===== src/logic/dtcu_pkg.sv =====
`default_nettype none
package dtcu_pkg;
   // ==========================================================
   // Register byte offsets.
   localparam logic [11:0] OFS_CTRL_FLAGS = 12'h410;
   localparam logic [11:0] OFS_MODE_SEL   = 12'h414;
   localparam logic [11:0] OFS_SYS_CFG    = 12'h418;
   localparam logic [11:0] OFS_CNT0_LOW   = 12'h420;
   localparam logic [11:0] OFS_CNT0_HIGH  = 12'h424;
   localparam logic [11:0] OFS_CNT1_LOW   = 12'h428;
   localparam logic [11:0] OFS_CNT1_HIGH  = 12'h42C;
   localparam logic [11:0] OFS_REL0_LOW   = 12'h430;
   localparam logic [11:0] OFS_REL0_HIGH  = 12'h434;
   localparam logic [11:0] OFS_REL1_LOW   = 12'h438;
   localparam logic [11:0] OFS_REL1_HIGH  = 12'h43C;
   localparam logic [11:0] OFS_IRQ_STAT   = 12'h440;
   localparam logic [11:0] OFS_IRQ_MASK   = 12'h444;
   // ==========================================================
   // Field positions.
   localparam int CTRL_OVF1  = 7;
   localparam int CTRL_RUN1  = 6;
   localparam int CTRL_OVF0  = 5;
   localparam int CTRL_RUN0  = 4;
   localparam int MODE_GATE1 = 7;
   localparam int MODE_SEL1  = 6;
   localparam int MODE_HI1   = 5;
   localparam int MODE_GATE0 = 3;
   localparam int MODE_SEL0  = 2;
   localparam int MODE_HI0   = 1;
   localparam int CFG_PRE_HI = 3;
   localparam int CFG_PRE_LO = 2;
   // ==========================================================
   // Reset values.
   localparam logic [7:0]  RST_BYTE = 8'h00;
   localparam logic [15:0] RST_WORD = 16'h0000;
   // ==========================================================
   // Modes and prescaler codes.
   typedef enum logic [1:0] {
      MODE_AR16   = 2'b00,
      MODE_FREE16 = 2'b01,
      MODE_AR8    = 2'b10,
      MODE_SPLIT  = 2'b11
   } dtcu_mode_t;
   typedef enum logic [1:0] {
      PRE_DIV4  = 2'b00,
      PRE_DIV16 = 2'b01,
      PRE_DIV64 = 2'b10,
      PRE_RSVD  = 2'b11
   } dtcu_pre_t;
   // ==========================================================
   // Timing counts in oscillator cycles.
   localparam logic [5:0] DIV4_LAST   = 6'h03;
   localparam logic [5:0] DIV16_LAST  = 6'h0F;
   localparam logic [5:0] DIV64_LAST  = 6'h3F;
   localparam int         SAMPLE_OSC  = 2;
endpackage : dtcu_pkg
`default_nettype wire


===== src/logic/dtcu_prescaler.sv =====
`timescale 1ns/10ps
`default_nettype none
module dtcu_prescaler (
   // Clock and reset.
   input  wire logic       ref_clk,
   input  wire logic       rst_n,
   // Control and tick.
   input  wire logic [1:0] pre_sel,
   output logic            tick
);
   // ==========================================================
   // Divider.
   logic [5:0] cnt;
   logic [5:0] next_cnt;
   logic [5:0] last;

   always_comb begin
      case (pre_sel)
         dtcu_pkg::PRE_DIV4:  last = dtcu_pkg::DIV4_LAST;
         dtcu_pkg::PRE_DIV16: last = dtcu_pkg::DIV16_LAST;
         dtcu_pkg::PRE_DIV64: last = dtcu_pkg::DIV64_LAST;
         default:             last = dtcu_pkg::DIV64_LAST;
      endcase
      tick     = (cnt >= last) && (pre_sel != dtcu_pkg::PRE_RSVD);
      next_cnt = (cnt >= last) ? 6'h00 : cnt + 6'h01;
   end

   always_ff @(posedge ref_clk or negedge rst_n) begin
      if (!rst_n) begin
         cnt <= 6'h00;
      end else begin
         cnt <= next_cnt;
      end
   end

   chk_div_four : assert property (@(posedge ref_clk) disable iff (!rst_n)
      (tick && pre_sel == dtcu_pkg::PRE_DIV4) ##1 (pre_sel == dtcu_pkg::PRE_DIV4)[*4]
      |-> tick && !$past(tick) && !$past(tick, 2) && !$past(tick, 3))
      else $error("Divide by four tick spacing wrong.");
endmodule : dtcu_prescaler
`default_nettype wire


===== src/logic/dtcu_pin_sampler.sv =====
`timescale 1ns/10ps
`default_nettype none
module dtcu_pin_sampler #(
   parameter int WIDTH = 4
) (
   // Clock and reset.
   input  wire logic             ref_clk,
   input  wire logic             rst_n,
   // Pins and sampled results.
   input  wire logic [WIDTH-1:0] pin,
   output logic      [WIDTH-1:0] level,
   output logic      [WIDTH-1:0] fall
);
   // ==========================================================
   // Synchroniser, sample strobe and edge detector.
   logic             phase;
   logic [WIDTH-1:0] sync1;
   logic [WIDTH-1:0] sync2;
   logic [WIDTH-1:0] next_level;
   logic [WIDTH-1:0] next_fall;

   if (WIDTH < 1) begin : g_bad_width
      $error("Width must be at least one.");
   end

   generate
      for (genvar i = 0; i < WIDTH; i++) begin : g_bit
         always_comb begin
            next_level[i] = phase ? sync2[i] : level[i];
            next_fall[i]  = phase && level[i] && !sync2[i];
         end
      end
   endgenerate

   always_ff @(posedge ref_clk or negedge rst_n) begin
      if (!rst_n) begin
         phase <= 1'b0;
         sync1 <= '1;
         sync2 <= '1;
         level <= '1;
         fall  <= '0;
      end else begin
         phase <= !phase;
         sync1 <= pin;
         sync2 <= sync1;
         level <= next_level;
         fall  <= next_fall;
      end
   end

   chk_fall_after_high : assert property (@(posedge ref_clk) disable iff (!rst_n)
      fall[0] |-> !level[0] && $past(level[0], 2))
      else $error("Falling edge reported without a high then low sample.");
endmodule : dtcu_pin_sampler
`default_nettype wire


===== src/logic/dtcu_top.sv =====
// Operation
// - Select bit 0 counts prescaled time base, 1 counts external falling edges.
// - Prescaler field divides oscillator by 4, 16 or 64; code 11 reserved.
// - Mode bits pick 16-bit reload, 16-bit free, 8-bit reload, or dual 8-bit.
// - Each timer has software-loaded high and low reload bytes.
// - 16-bit reload overflow sets the flag and reloads both count bytes.
// - 16-bit reload period is divisor times 65536 minus reload value.
// - 16-bit free mode wraps through full range without any reload.
// - 8-bit reload mode counts low byte only, reloads it, keeps high byte.
// - 8-bit reload period is divisor times 256 minus reload value.
// - Timer one in dual code holds its count as if stopped.
// - Dual mode timer zero low byte uses timer zero controls and pin.
// - Dual mode timer zero high byte times internally, uses timer one run/flag.
// - Timer one then runs outside its dual code without setting its flag.
// - Event pins sampled every two cycles; falling edge increments the count.
`timescale 1ns/10ps
`default_nettype none
module dtcu_top (
   // Clock and reset.
   input  wire logic        ref_clk,
   input  wire logic        rst_n,
   // APB slave.
   input  wire logic        psel,
   input  wire logic        penable,
   input  wire logic        pwrite,
   input  wire logic [11:0] paddr,
   input  wire logic [31:0] pwdata,
   output logic [31:0]      prdata,
   output logic             pready,
   output logic             pslverr,
   // External pins.
   input  wire logic [1:0]  event_pin,
   input  wire logic [1:0]  ext_int_pin,
   // Interrupt.
   output logic             irq
);
   // ==========================================================
   // Reset release.
   logic rst_meta_n;
   logic rst_sync_n;

   always_ff @(posedge ref_clk or negedge rst_n) begin
      if (!rst_n) begin
         rst_meta_n <= 1'b0;
         rst_sync_n <= 1'b0;
      end else begin
         rst_meta_n <= 1'b1;
         rst_sync_n <= rst_meta_n;
      end
   end

   // ==========================================================
   // Time base and pins.
   logic       tick;
   logic [3:0] pin_level;
   logic [3:0] pin_fall;
   logic [7:0] ctrl;
   logic [7:0] mode_sel;
   logic [1:0] pre_sel;

   dtcu_prescaler u_pre (
      .ref_clk (ref_clk),
      .rst_n   (rst_sync_n),
      .pre_sel (pre_sel),
      .tick    (tick)
   );

   dtcu_pin_sampler #(.WIDTH(4)) u_pins (
      .ref_clk (ref_clk),
      .rst_n   (rst_sync_n),
      .pin     ({ext_int_pin, event_pin}),
      .level   (pin_level),
      .fall    (pin_fall)
   );

   // ==========================================================
   // Register bus decode.
   logic [15:0] cnt0;
   logic [15:0] cnt1;
   logic [15:0] rel0;
   logic [15:0] rel1;
   logic [1:0]  irq_stat;
   logic [1:0]  irq_mask;
   logic        wr;
   logic        setup;

   function automatic logic hit(input logic [11:0] a, input logic [11:0] ofs);
      hit = (a[11:2] == ofs[11:2]);
   endfunction : hit

   function automatic logic mapped(input logic [11:0] a);
      mapped = hit(a, dtcu_pkg::OFS_CTRL_FLAGS) || hit(a, dtcu_pkg::OFS_MODE_SEL)
            || hit(a, dtcu_pkg::OFS_SYS_CFG) || (a[11:4] == 8'h42) || (a[11:4] == 8'h43)
            || hit(a, dtcu_pkg::OFS_IRQ_STAT) || hit(a, dtcu_pkg::OFS_IRQ_MASK);
   endfunction : mapped

   always_comb begin
      pready  = 1'b1;
      pslverr = psel && penable && !mapped(paddr);
      wr      = psel && penable && pwrite && mapped(paddr);
      setup   = psel && !penable;
      irq     = |(irq_stat & irq_mask);
   end

   // ==========================================================
   // Count step: returns overflow and next count.
   function automatic logic [16:0] step(input logic [1:0] m, input logic [15:0] c,
                                        input logic [15:0] r);
      logic [16:0] s;
      s = {1'b0, c};
      case (m)
         dtcu_pkg::MODE_AR16:   s = (c == 16'hFFFF) ? {1'b1, r} : {1'b0, c + 16'h0001};
         dtcu_pkg::MODE_FREE16: s = {c == 16'hFFFF, c + 16'h0001};
         dtcu_pkg::MODE_AR8:    s = (c[7:0] == 8'hFF) ? {1'b1, c[15:8], r[7:0]}
                                                      : {1'b0, c[15:8], c[7:0] + 8'h01};
         default:               s = {c[7:0] == 8'hFF, c[15:8], c[7:0] + 8'h01};
      endcase
      step = s;
   endfunction : step

   // ==========================================================
   // Counting and register state.
   logic [1:0]  mode0;
   logic [1:0]  mode1;
   logic        split;
   logic        inc0;
   logic        inc1;
   logic        inc0_hi;
   logic [16:0] st0;
   logic [16:0] st1;
   logic        set_ovf0;
   logic        set_ovf1;
   logic [7:0]  next_ctrl;
   logic [7:0]  next_mode_sel;
   logic [1:0]  next_pre_sel;
   logic [15:0] next_cnt0;
   logic [15:0] next_cnt1;
   logic [15:0] next_rel0;
   logic [15:0] next_rel1;
   logic [1:0]  next_irq_stat;
   logic [1:0]  next_irq_mask;
   logic [31:0] next_prdata;
   logic [7:0]  wb;

   always_comb begin
      wb      = pwdata[7:0];
      mode0   = mode_sel[dtcu_pkg::MODE_HI0 -: 2];
      mode1   = mode_sel[dtcu_pkg::MODE_HI1 -: 2];
      split   = (mode0 == dtcu_pkg::MODE_SPLIT);
      inc0    = ctrl[dtcu_pkg::CTRL_RUN0]
             && (!mode_sel[dtcu_pkg::MODE_GATE0] || pin_level[2])
             && (mode_sel[dtcu_pkg::MODE_SEL0] ? pin_fall[0] : tick);
      inc1    = (ctrl[dtcu_pkg::CTRL_RUN1] || split) && (mode1 != dtcu_pkg::MODE_SPLIT)
             && (!mode_sel[dtcu_pkg::MODE_GATE1] || pin_level[3])
             && (mode_sel[dtcu_pkg::MODE_SEL1] ? pin_fall[1] : tick);
      inc0_hi = split && ctrl[dtcu_pkg::CTRL_RUN1] && tick;
      st0     = step(mode0, cnt0, rel0);
      st1     = step(mode1, cnt1, rel1);
      set_ovf0 = inc0 && st0[16];
      set_ovf1 = (inc0_hi && cnt0[15:8] == 8'hFF) || (inc1 && st1[16] && !split);

      next_cnt0 = cnt0;
      if (inc0) next_cnt0 = split ? {cnt0[15:8], st0[7:0]} : st0[15:0];
      if (inc0_hi) next_cnt0[15:8] = cnt0[15:8] + 8'h01;
      next_cnt1 = inc1 ? st1[15:0] : cnt1;
      next_rel0 = rel0;
      next_rel1 = rel1;
      next_mode_sel = mode_sel;
      next_pre_sel  = pre_sel;
      next_irq_mask = irq_mask;
      next_ctrl     = ctrl;
      next_irq_stat = irq_stat;
      if (wr) begin
         if (hit(paddr, dtcu_pkg::OFS_CTRL_FLAGS)) next_ctrl = {wb[7:4], 4'h0};
         if (hit(paddr, dtcu_pkg::OFS_MODE_SEL)) next_mode_sel = wb;
         if (hit(paddr, dtcu_pkg::OFS_SYS_CFG)) next_pre_sel = wb[dtcu_pkg::CFG_PRE_HI:dtcu_pkg::CFG_PRE_LO];
         if (hit(paddr, dtcu_pkg::OFS_CNT0_LOW)) next_cnt0[7:0] = wb;
         if (hit(paddr, dtcu_pkg::OFS_CNT0_HIGH)) next_cnt0[15:8] = wb;
         if (hit(paddr, dtcu_pkg::OFS_CNT1_LOW)) next_cnt1[7:0] = wb;
         if (hit(paddr, dtcu_pkg::OFS_CNT1_HIGH)) next_cnt1[15:8] = wb;
         if (hit(paddr, dtcu_pkg::OFS_REL0_LOW)) next_rel0[7:0] = wb;
         if (hit(paddr, dtcu_pkg::OFS_REL0_HIGH)) next_rel0[15:8] = wb;
         if (hit(paddr, dtcu_pkg::OFS_REL1_LOW)) next_rel1[7:0] = wb;
         if (hit(paddr, dtcu_pkg::OFS_REL1_HIGH)) next_rel1[15:8] = wb;
         if (hit(paddr, dtcu_pkg::OFS_IRQ_STAT)) next_irq_stat = irq_stat & ~wb[1:0];
         if (hit(paddr, dtcu_pkg::OFS_IRQ_MASK)) next_irq_mask = wb[1:0];
      end
      if (set_ovf0) next_ctrl[dtcu_pkg::CTRL_OVF0] = 1'b1;
      if (set_ovf1) next_ctrl[dtcu_pkg::CTRL_OVF1] = 1'b1;
      next_irq_stat = next_irq_stat | {set_ovf1, set_ovf0};

      next_prdata = 32'h0000_0000;
      if (hit(paddr, dtcu_pkg::OFS_CTRL_FLAGS)) next_prdata[7:0] = ctrl;
      if (hit(paddr, dtcu_pkg::OFS_MODE_SEL)) next_prdata[7:0] = mode_sel;
      if (hit(paddr, dtcu_pkg::OFS_SYS_CFG)) next_prdata[dtcu_pkg::CFG_PRE_HI:dtcu_pkg::CFG_PRE_LO] = pre_sel;
      if (hit(paddr, dtcu_pkg::OFS_CNT0_LOW)) next_prdata[7:0] = cnt0[7:0];
      if (hit(paddr, dtcu_pkg::OFS_CNT0_HIGH)) next_prdata[7:0] = cnt0[15:8];
      if (hit(paddr, dtcu_pkg::OFS_CNT1_LOW)) next_prdata[7:0] = cnt1[7:0];
      if (hit(paddr, dtcu_pkg::OFS_CNT1_HIGH)) next_prdata[7:0] = cnt1[15:8];
      if (hit(paddr, dtcu_pkg::OFS_REL0_LOW)) next_prdata[7:0] = rel0[7:0];
      if (hit(paddr, dtcu_pkg::OFS_REL0_HIGH)) next_prdata[7:0] = rel0[15:8];
      if (hit(paddr, dtcu_pkg::OFS_REL1_LOW)) next_prdata[7:0] = rel1[7:0];
      if (hit(paddr, dtcu_pkg::OFS_REL1_HIGH)) next_prdata[7:0] = rel1[15:8];
      if (hit(paddr, dtcu_pkg::OFS_IRQ_STAT)) next_prdata[1:0] = irq_stat;
      if (hit(paddr, dtcu_pkg::OFS_IRQ_MASK)) next_prdata[1:0] = irq_mask;
      if (!setup) next_prdata = prdata;
   end

   always_ff @(posedge ref_clk or negedge rst_sync_n) begin
      if (!rst_sync_n) begin
         ctrl     <= dtcu_pkg::RST_BYTE;
         mode_sel <= dtcu_pkg::RST_BYTE;
         pre_sel  <= 2'b00;
         cnt0     <= dtcu_pkg::RST_WORD;
         cnt1     <= dtcu_pkg::RST_WORD;
         rel0     <= dtcu_pkg::RST_WORD;
         rel1     <= dtcu_pkg::RST_WORD;
         irq_stat <= 2'b00;
         irq_mask <= 2'b00;
         prdata   <= 32'h0000_0000;
      end else begin
         ctrl     <= next_ctrl;
         mode_sel <= next_mode_sel;
         pre_sel  <= next_pre_sel;
         cnt0     <= next_cnt0;
         cnt1     <= next_cnt1;
         rel0     <= next_rel0;
         rel1     <= next_rel1;
         irq_stat <= next_irq_stat;
         irq_mask <= next_irq_mask;
         prdata   <= next_prdata;
      end
   end

   // ==========================================================
   // Checks.
   chk_reload_sixteen : assert property (@(posedge ref_clk) disable iff (!rst_sync_n)
      (inc0 && mode0 == 2'b00 && cnt0 == 16'hFFFF && !wr)
      |=> (cnt0 == $past(rel0)) && ctrl[dtcu_pkg::CTRL_OVF0])
      else $error("Sixteen bit reload missed.");
   chk_free_wrap : assert property (@(posedge ref_clk) disable iff (!rst_sync_n)
      (inc0 && mode0 == 2'b01 && cnt0 == 16'hFFFF && !wr) |=> cnt0 == 16'h0000)
      else $error("Free mode did not wrap to zero.");
   chk_eight_high_kept : assert property (@(posedge ref_clk) disable iff (!rst_sync_n)
      (mode1 == 2'b10 && !wr) |=> cnt1[15:8] == $past(cnt1[15:8]))
      else $error("Eight bit mode changed the high byte.");
   chk_split_hold : assert property (@(posedge ref_clk) disable iff (!rst_sync_n)
      (mode1 == 2'b11 && !wr) |=> $stable(cnt1))
      else $error("Timer one moved in dual code.");
   chk_stopped_hold : assert property (@(posedge ref_clk) disable iff (!rst_sync_n)
      (!ctrl[dtcu_pkg::CTRL_RUN0] && !split && !wr) |=> $stable(cnt0))
      else $error("Timer zero moved while stopped.");
   chk_split_high_flag : assert property (@(posedge ref_clk) disable iff (!rst_sync_n)
      (inc0_hi && cnt0[15:8] == 8'hFF) |=> ctrl[dtcu_pkg::CTRL_OVF1] && irq_stat[1])
      else $error("Dual mode high byte overflow flag missed.");
   chk_set_wins : assert property (@(posedge ref_clk) disable iff (!rst_sync_n)
      set_ovf0 |=> ctrl[dtcu_pkg::CTRL_OVF0] && irq_stat[0])
      else $error("Overflow flag lost against a clear.");
   chk_rate_eight : assert property (@(posedge ref_clk) disable iff (!rst_sync_n)
      (inc0 && mode0 == 2'b10 && cnt0[7:0] != 8'hFF && !wr)
      |=> !ctrl[dtcu_pkg::CTRL_OVF0] || $past(ctrl[dtcu_pkg::CTRL_OVF0]))
      else $error("Eight bit overflow came early.");

   // ==========================================================
   // Checks of modes, gating and flags.
   chk_reload_eight : assert property (@(posedge ref_clk) disable iff (!rst_sync_n)
      (inc0 && mode0 == dtcu_pkg::MODE_AR8 && cnt0[7:0] == 8'hFF && !wr)
      |=> (cnt0[7:0] == $past(rel0[7:0])) && ctrl[dtcu_pkg::CTRL_OVF0])
      else $error("Eight bit reload missed.");
   chk_reload_one : assert property (@(posedge ref_clk) disable iff (!rst_sync_n)
      (inc1 && !split && mode1 == dtcu_pkg::MODE_AR16 && cnt1 == 16'hFFFF && !wr)
      |=> (cnt1 == $past(rel1)) && ctrl[dtcu_pkg::CTRL_OVF1])
      else $error("Timer one sixteen bit reload missed.");
   chk_split_no_flag : assert property (@(posedge ref_clk) disable iff (!rst_sync_n)
      (split && !(inc0_hi && cnt0[15:8] == 8'hFF) && !ctrl[dtcu_pkg::CTRL_OVF1] && !wr)
      |=> !ctrl[dtcu_pkg::CTRL_OVF1])
      else $error("Timer one raised its flag beside dual mode.");
   chk_split_low_run : assert property (@(posedge ref_clk) disable iff (!rst_sync_n)
      (split && !ctrl[dtcu_pkg::CTRL_RUN0] && !wr)
      |=> $stable(cnt0[7:0]))
      else $error("Dual mode low byte moved while stopped.");
   chk_split_high_run : assert property (@(posedge ref_clk) disable iff (!rst_sync_n)
      (split && !ctrl[dtcu_pkg::CTRL_RUN1] && !wr)
      |=> $stable(cnt0[15:8]))
      else $error("Dual mode high byte moved while stopped.");
   chk_gate_blocks : assert property (@(posedge ref_clk) disable iff (!rst_sync_n)
      (mode_sel[dtcu_pkg::MODE_GATE0] && !pin_level[2] && !split && !wr)
      |=> $stable(cnt0))
      else $error("Timer zero moved with its gate pin low.");
   chk_events_only : assert property (@(posedge ref_clk) disable iff (!rst_sync_n)
      (mode_sel[dtcu_pkg::MODE_SEL0] && !pin_fall[0] && !wr)
      |=> $stable(cnt0[7:0]))
      else $error("Timer zero low byte moved without an event.");
   chk_event_step : assert property (@(posedge ref_clk) disable iff (!rst_sync_n)
      (inc0 && mode0 == dtcu_pkg::MODE_FREE16 && mode_sel[dtcu_pkg::MODE_SEL0] && !wr)
      |=> cnt0 == $past(cnt0) + 16'h0001)
      else $error("Event did not advance timer zero by one.");
   chk_flag_clear : assert property (@(posedge ref_clk) disable iff (!rst_sync_n)
      (wr && hit(paddr, dtcu_pkg::OFS_CTRL_FLAGS) && !pwdata[dtcu_pkg::CTRL_OVF0] && !set_ovf0)
      |=> !ctrl[dtcu_pkg::CTRL_OVF0])
      else $error("Overflow flag not cleared by software.");
   chk_reserved_still : assert property (@(posedge ref_clk) disable iff (!rst_sync_n)
      (pre_sel == dtcu_pkg::PRE_RSVD && !mode_sel[dtcu_pkg::MODE_SEL0] && !wr)
      |=> $stable(cnt0))
      else $error("Timer zero ran on the reserved prescaler code.");
endmodule : dtcu_top
`default_nettype wire


===== config.mk =====
export PLATFORM = sky130hd
export DESIGN_NAME = dtcu_top
export DESIGN_NICKNAME = d
export VERILOG_FILES = /design/src/logic/dtcu_pkg.sv /design/src/logic/dtcu_prescaler.sv /design/src/logic/dtcu_pin_sampler.sv /design/src/logic/dtcu_top.sv
export SDC_FILE = /design/constraint.sdc
export NUM_CORES = 1
export LEC_CHECK = 0
export BUFFER_PORTS_ARGS = -buffer_cell sky130_fd_sc_hd__buf_2
export CAP_MARGIN = 20
export CORE_UTILIZATION = 45
export DETAILED_ROUTE_END_ITERATION = 10
export GPL_ROUTABILITY_DRIVEN = 0
export GPL_TIMING_DRIVEN = 0
export PLACE_DENSITY = 0.66
export SLEW_MARGIN = 0
export SYNTH_ARGS = -nofsm -noshare
export SYNTH_HDL_FRONTEND = slang
export SYNTH_HIERARCHICAL = 1
export SYNTH_SLANG_ARGS = --single-unit

===== constraint.sdc =====
create_clock -name ref_clk -period 6.6 [get_ports ref_clk]
set_input_delay 0.66 -clock ref_clk [delete_from_list [all_inputs] [get_ports ref_clk]]
set_output_delay 0.66 -clock ref_clk [all_outputs]
set_load 0.1 [all_outputs]

==> run metrics <==
Worst VDD drop=0.000176 V; DR vias/cell=6.32; Post-CTS Setup Inserts=0; post-cts sizing count=0; final setup TNS=0 ns; CP endpoint kind=output port; clock period minus worst slack=3.48 ns; Syn Area/Cell=9.34 sq um; grt ovf=0; H-tree depth=4; Starting Density=46.0%; CTS tree=done; Max Buffers Root-to-Sink=2; Max Transition Viols Final=0; status=completed; Max Fclk=0.287 GHz; cell count after synthesis=782; Setup crit start kind=input pin; crit path DAT=2.82 ns; Clk pin slew, worst setup/hold paths=0.06 ns; most frequent cells in the layout=dfrtp_1, nand2_1, buf_2, o21ai_0, nor2_1; Final Cycle Share=52.8%; DRC Markers=0; I/O Pins=88; Hold Violations, Final=0; fin worst setup slack=3.12 ns; CTS buffer count=17; worst slew pin tran=0.949 ns; Hold WS=0.0147 ns; Setup violations, final=0; Finished Cell Area=8390 sq um; wire length per cell=21.6 um; path type of the worst setup path=input pin to output port; CTS Hold Buffers Added=0; critical path fanouts, max=10; I/O Buffers=30; overall die area=16700 sq um; leading cell type in the layout, fill and taps excluded=dfrtp_1; length in cells of the worst reg-to-reg path=12; share of post-route cells with drive strength above 1=22.9%; # clock sinks=113; number of global-route vias before repair=6183; RSZ-0062 raised after global routing=false; relative slew slack=36.7%; Initial DRC Count=800; Area Growth Syn to Fin=14.9%; power per cell area=229 nW/um^2; Placement Setup Slack=3.17 ns; ANT cells=0; Worst Path Required=5.94 ns; row count=46; Placed Area=7850 sq um; nets@finish=915; core region area=15900 sq um; Clock Latency Late Sink=0.43 ns; Vias=6862; first-pass GRT wire length=36300 um; Post-Syn Area=7300 sq um; P_leak=3.57 nW; yosys warns=6; MaxCap Viol Count=0; antenna violations before repair=0; Root Buffer=clkbuf_16; Total GRT Usage=29.3%; drt first pass iters=8; final WL=23400 um; Layout Skew=0.0168 ns; largest net degree at the start of global routing=64; die extent in y=129 um; Final ANT Viol Nets=0; HP Class=input pin to asynchronous set/reset pin; Detailed Place HPWL=16600 um; Die X=129 um
## metal layers
metal	GRT usage [%]	up-vias	routed length (um)
met3	6.28	64	2470
met2	43.2	449	10200
met4	11.1	0	706
li1	-	3037	-
met1	41.9	3312	10000
met5	0	-	0
## sequential cells by signal, summed over array words and instances (netlist names), 4 cells and up
| signal | count |
|---|---|
| cnt0 | 16 |
| cnt1 | 16 |
| rel0 | 16 |
| rel1 | 16 |
| mode_sel | 8 |
| prdata | 8 |
| u_pre/cnt | 6 |
| ctrl | 4 |
| u_pins/level | 4 |
| u_pins/sync1 | 4 |
| u_pins/sync2 | 4 |
## layout make-up
class | instances | area [sq um]
plain buffers | 74 | 423
flip-flops and latches | 113 | 2850
inverters | 16 | 60.1
clock inverters | 14 | 104
fillers | 1500 | 7500
multi-input cells | 603 | 4070
repair buffers | 31 | 178
well taps | 216 | 270
clock buffers | 18 | 439
## critical path, cell delays in order
cell and delay, ns:
buf_2 0.11, clkbuf_1 0.38, buf_2 0.30, buf_1 0.42, nor3_1 0.12, o22ai_1 0.16, a21oi_1 0.11, nor2_1 0.11
buf_2 0.43
## metrics by stage
step,cells,power (mW),utilization (%)
6_report,1085,1.92,52.8
5_1_grt,1085,1.99,52.8
4_1_cts,1085,1.93,52.8
3_5_place_dp,1053,1.08,49.4
3_3_place_gp,1052,1.07,49.2
2_1_floorplan,806,1.00,-
## report_power, final
group	leakage [nW]	switching, mW	total [mW]	internal [mW]
Clock	0.264	0.356	0.849	0.492
Combinational	1.95	0.235	0.318	0.0823
Sequential	1.35	0.0319	0.754	0.722
Total	3.57	0.623	1.92	1.30
## final timing paths
check                                       start  slack, ns                           to
setup reg to reg           pre_sel[1]$_DFFE_PN0P_       3.18            cnt0[5]$_DFF_PN0_
min in group ref_clk                 event_pin[1]       0.33    u_pins/sync1[1]$_DFF_PN1_
max in group asynchronous    rst_sync_n$_DFF_PN0_       5.46  u_pins/level[3]$_DFFE_PN1P_
hold reg to reg              rst_meta_n$_DFF_PN0_       0.35         rst_sync_n$_DFF_PN0_
setup / recovery                         paddr[2]       3.12                      pslverr
hold / removal                              rst_n       0.01         rst_sync_n$_DFF_PN0_
No activity file was read; power rests on OpenSTA's default activity.
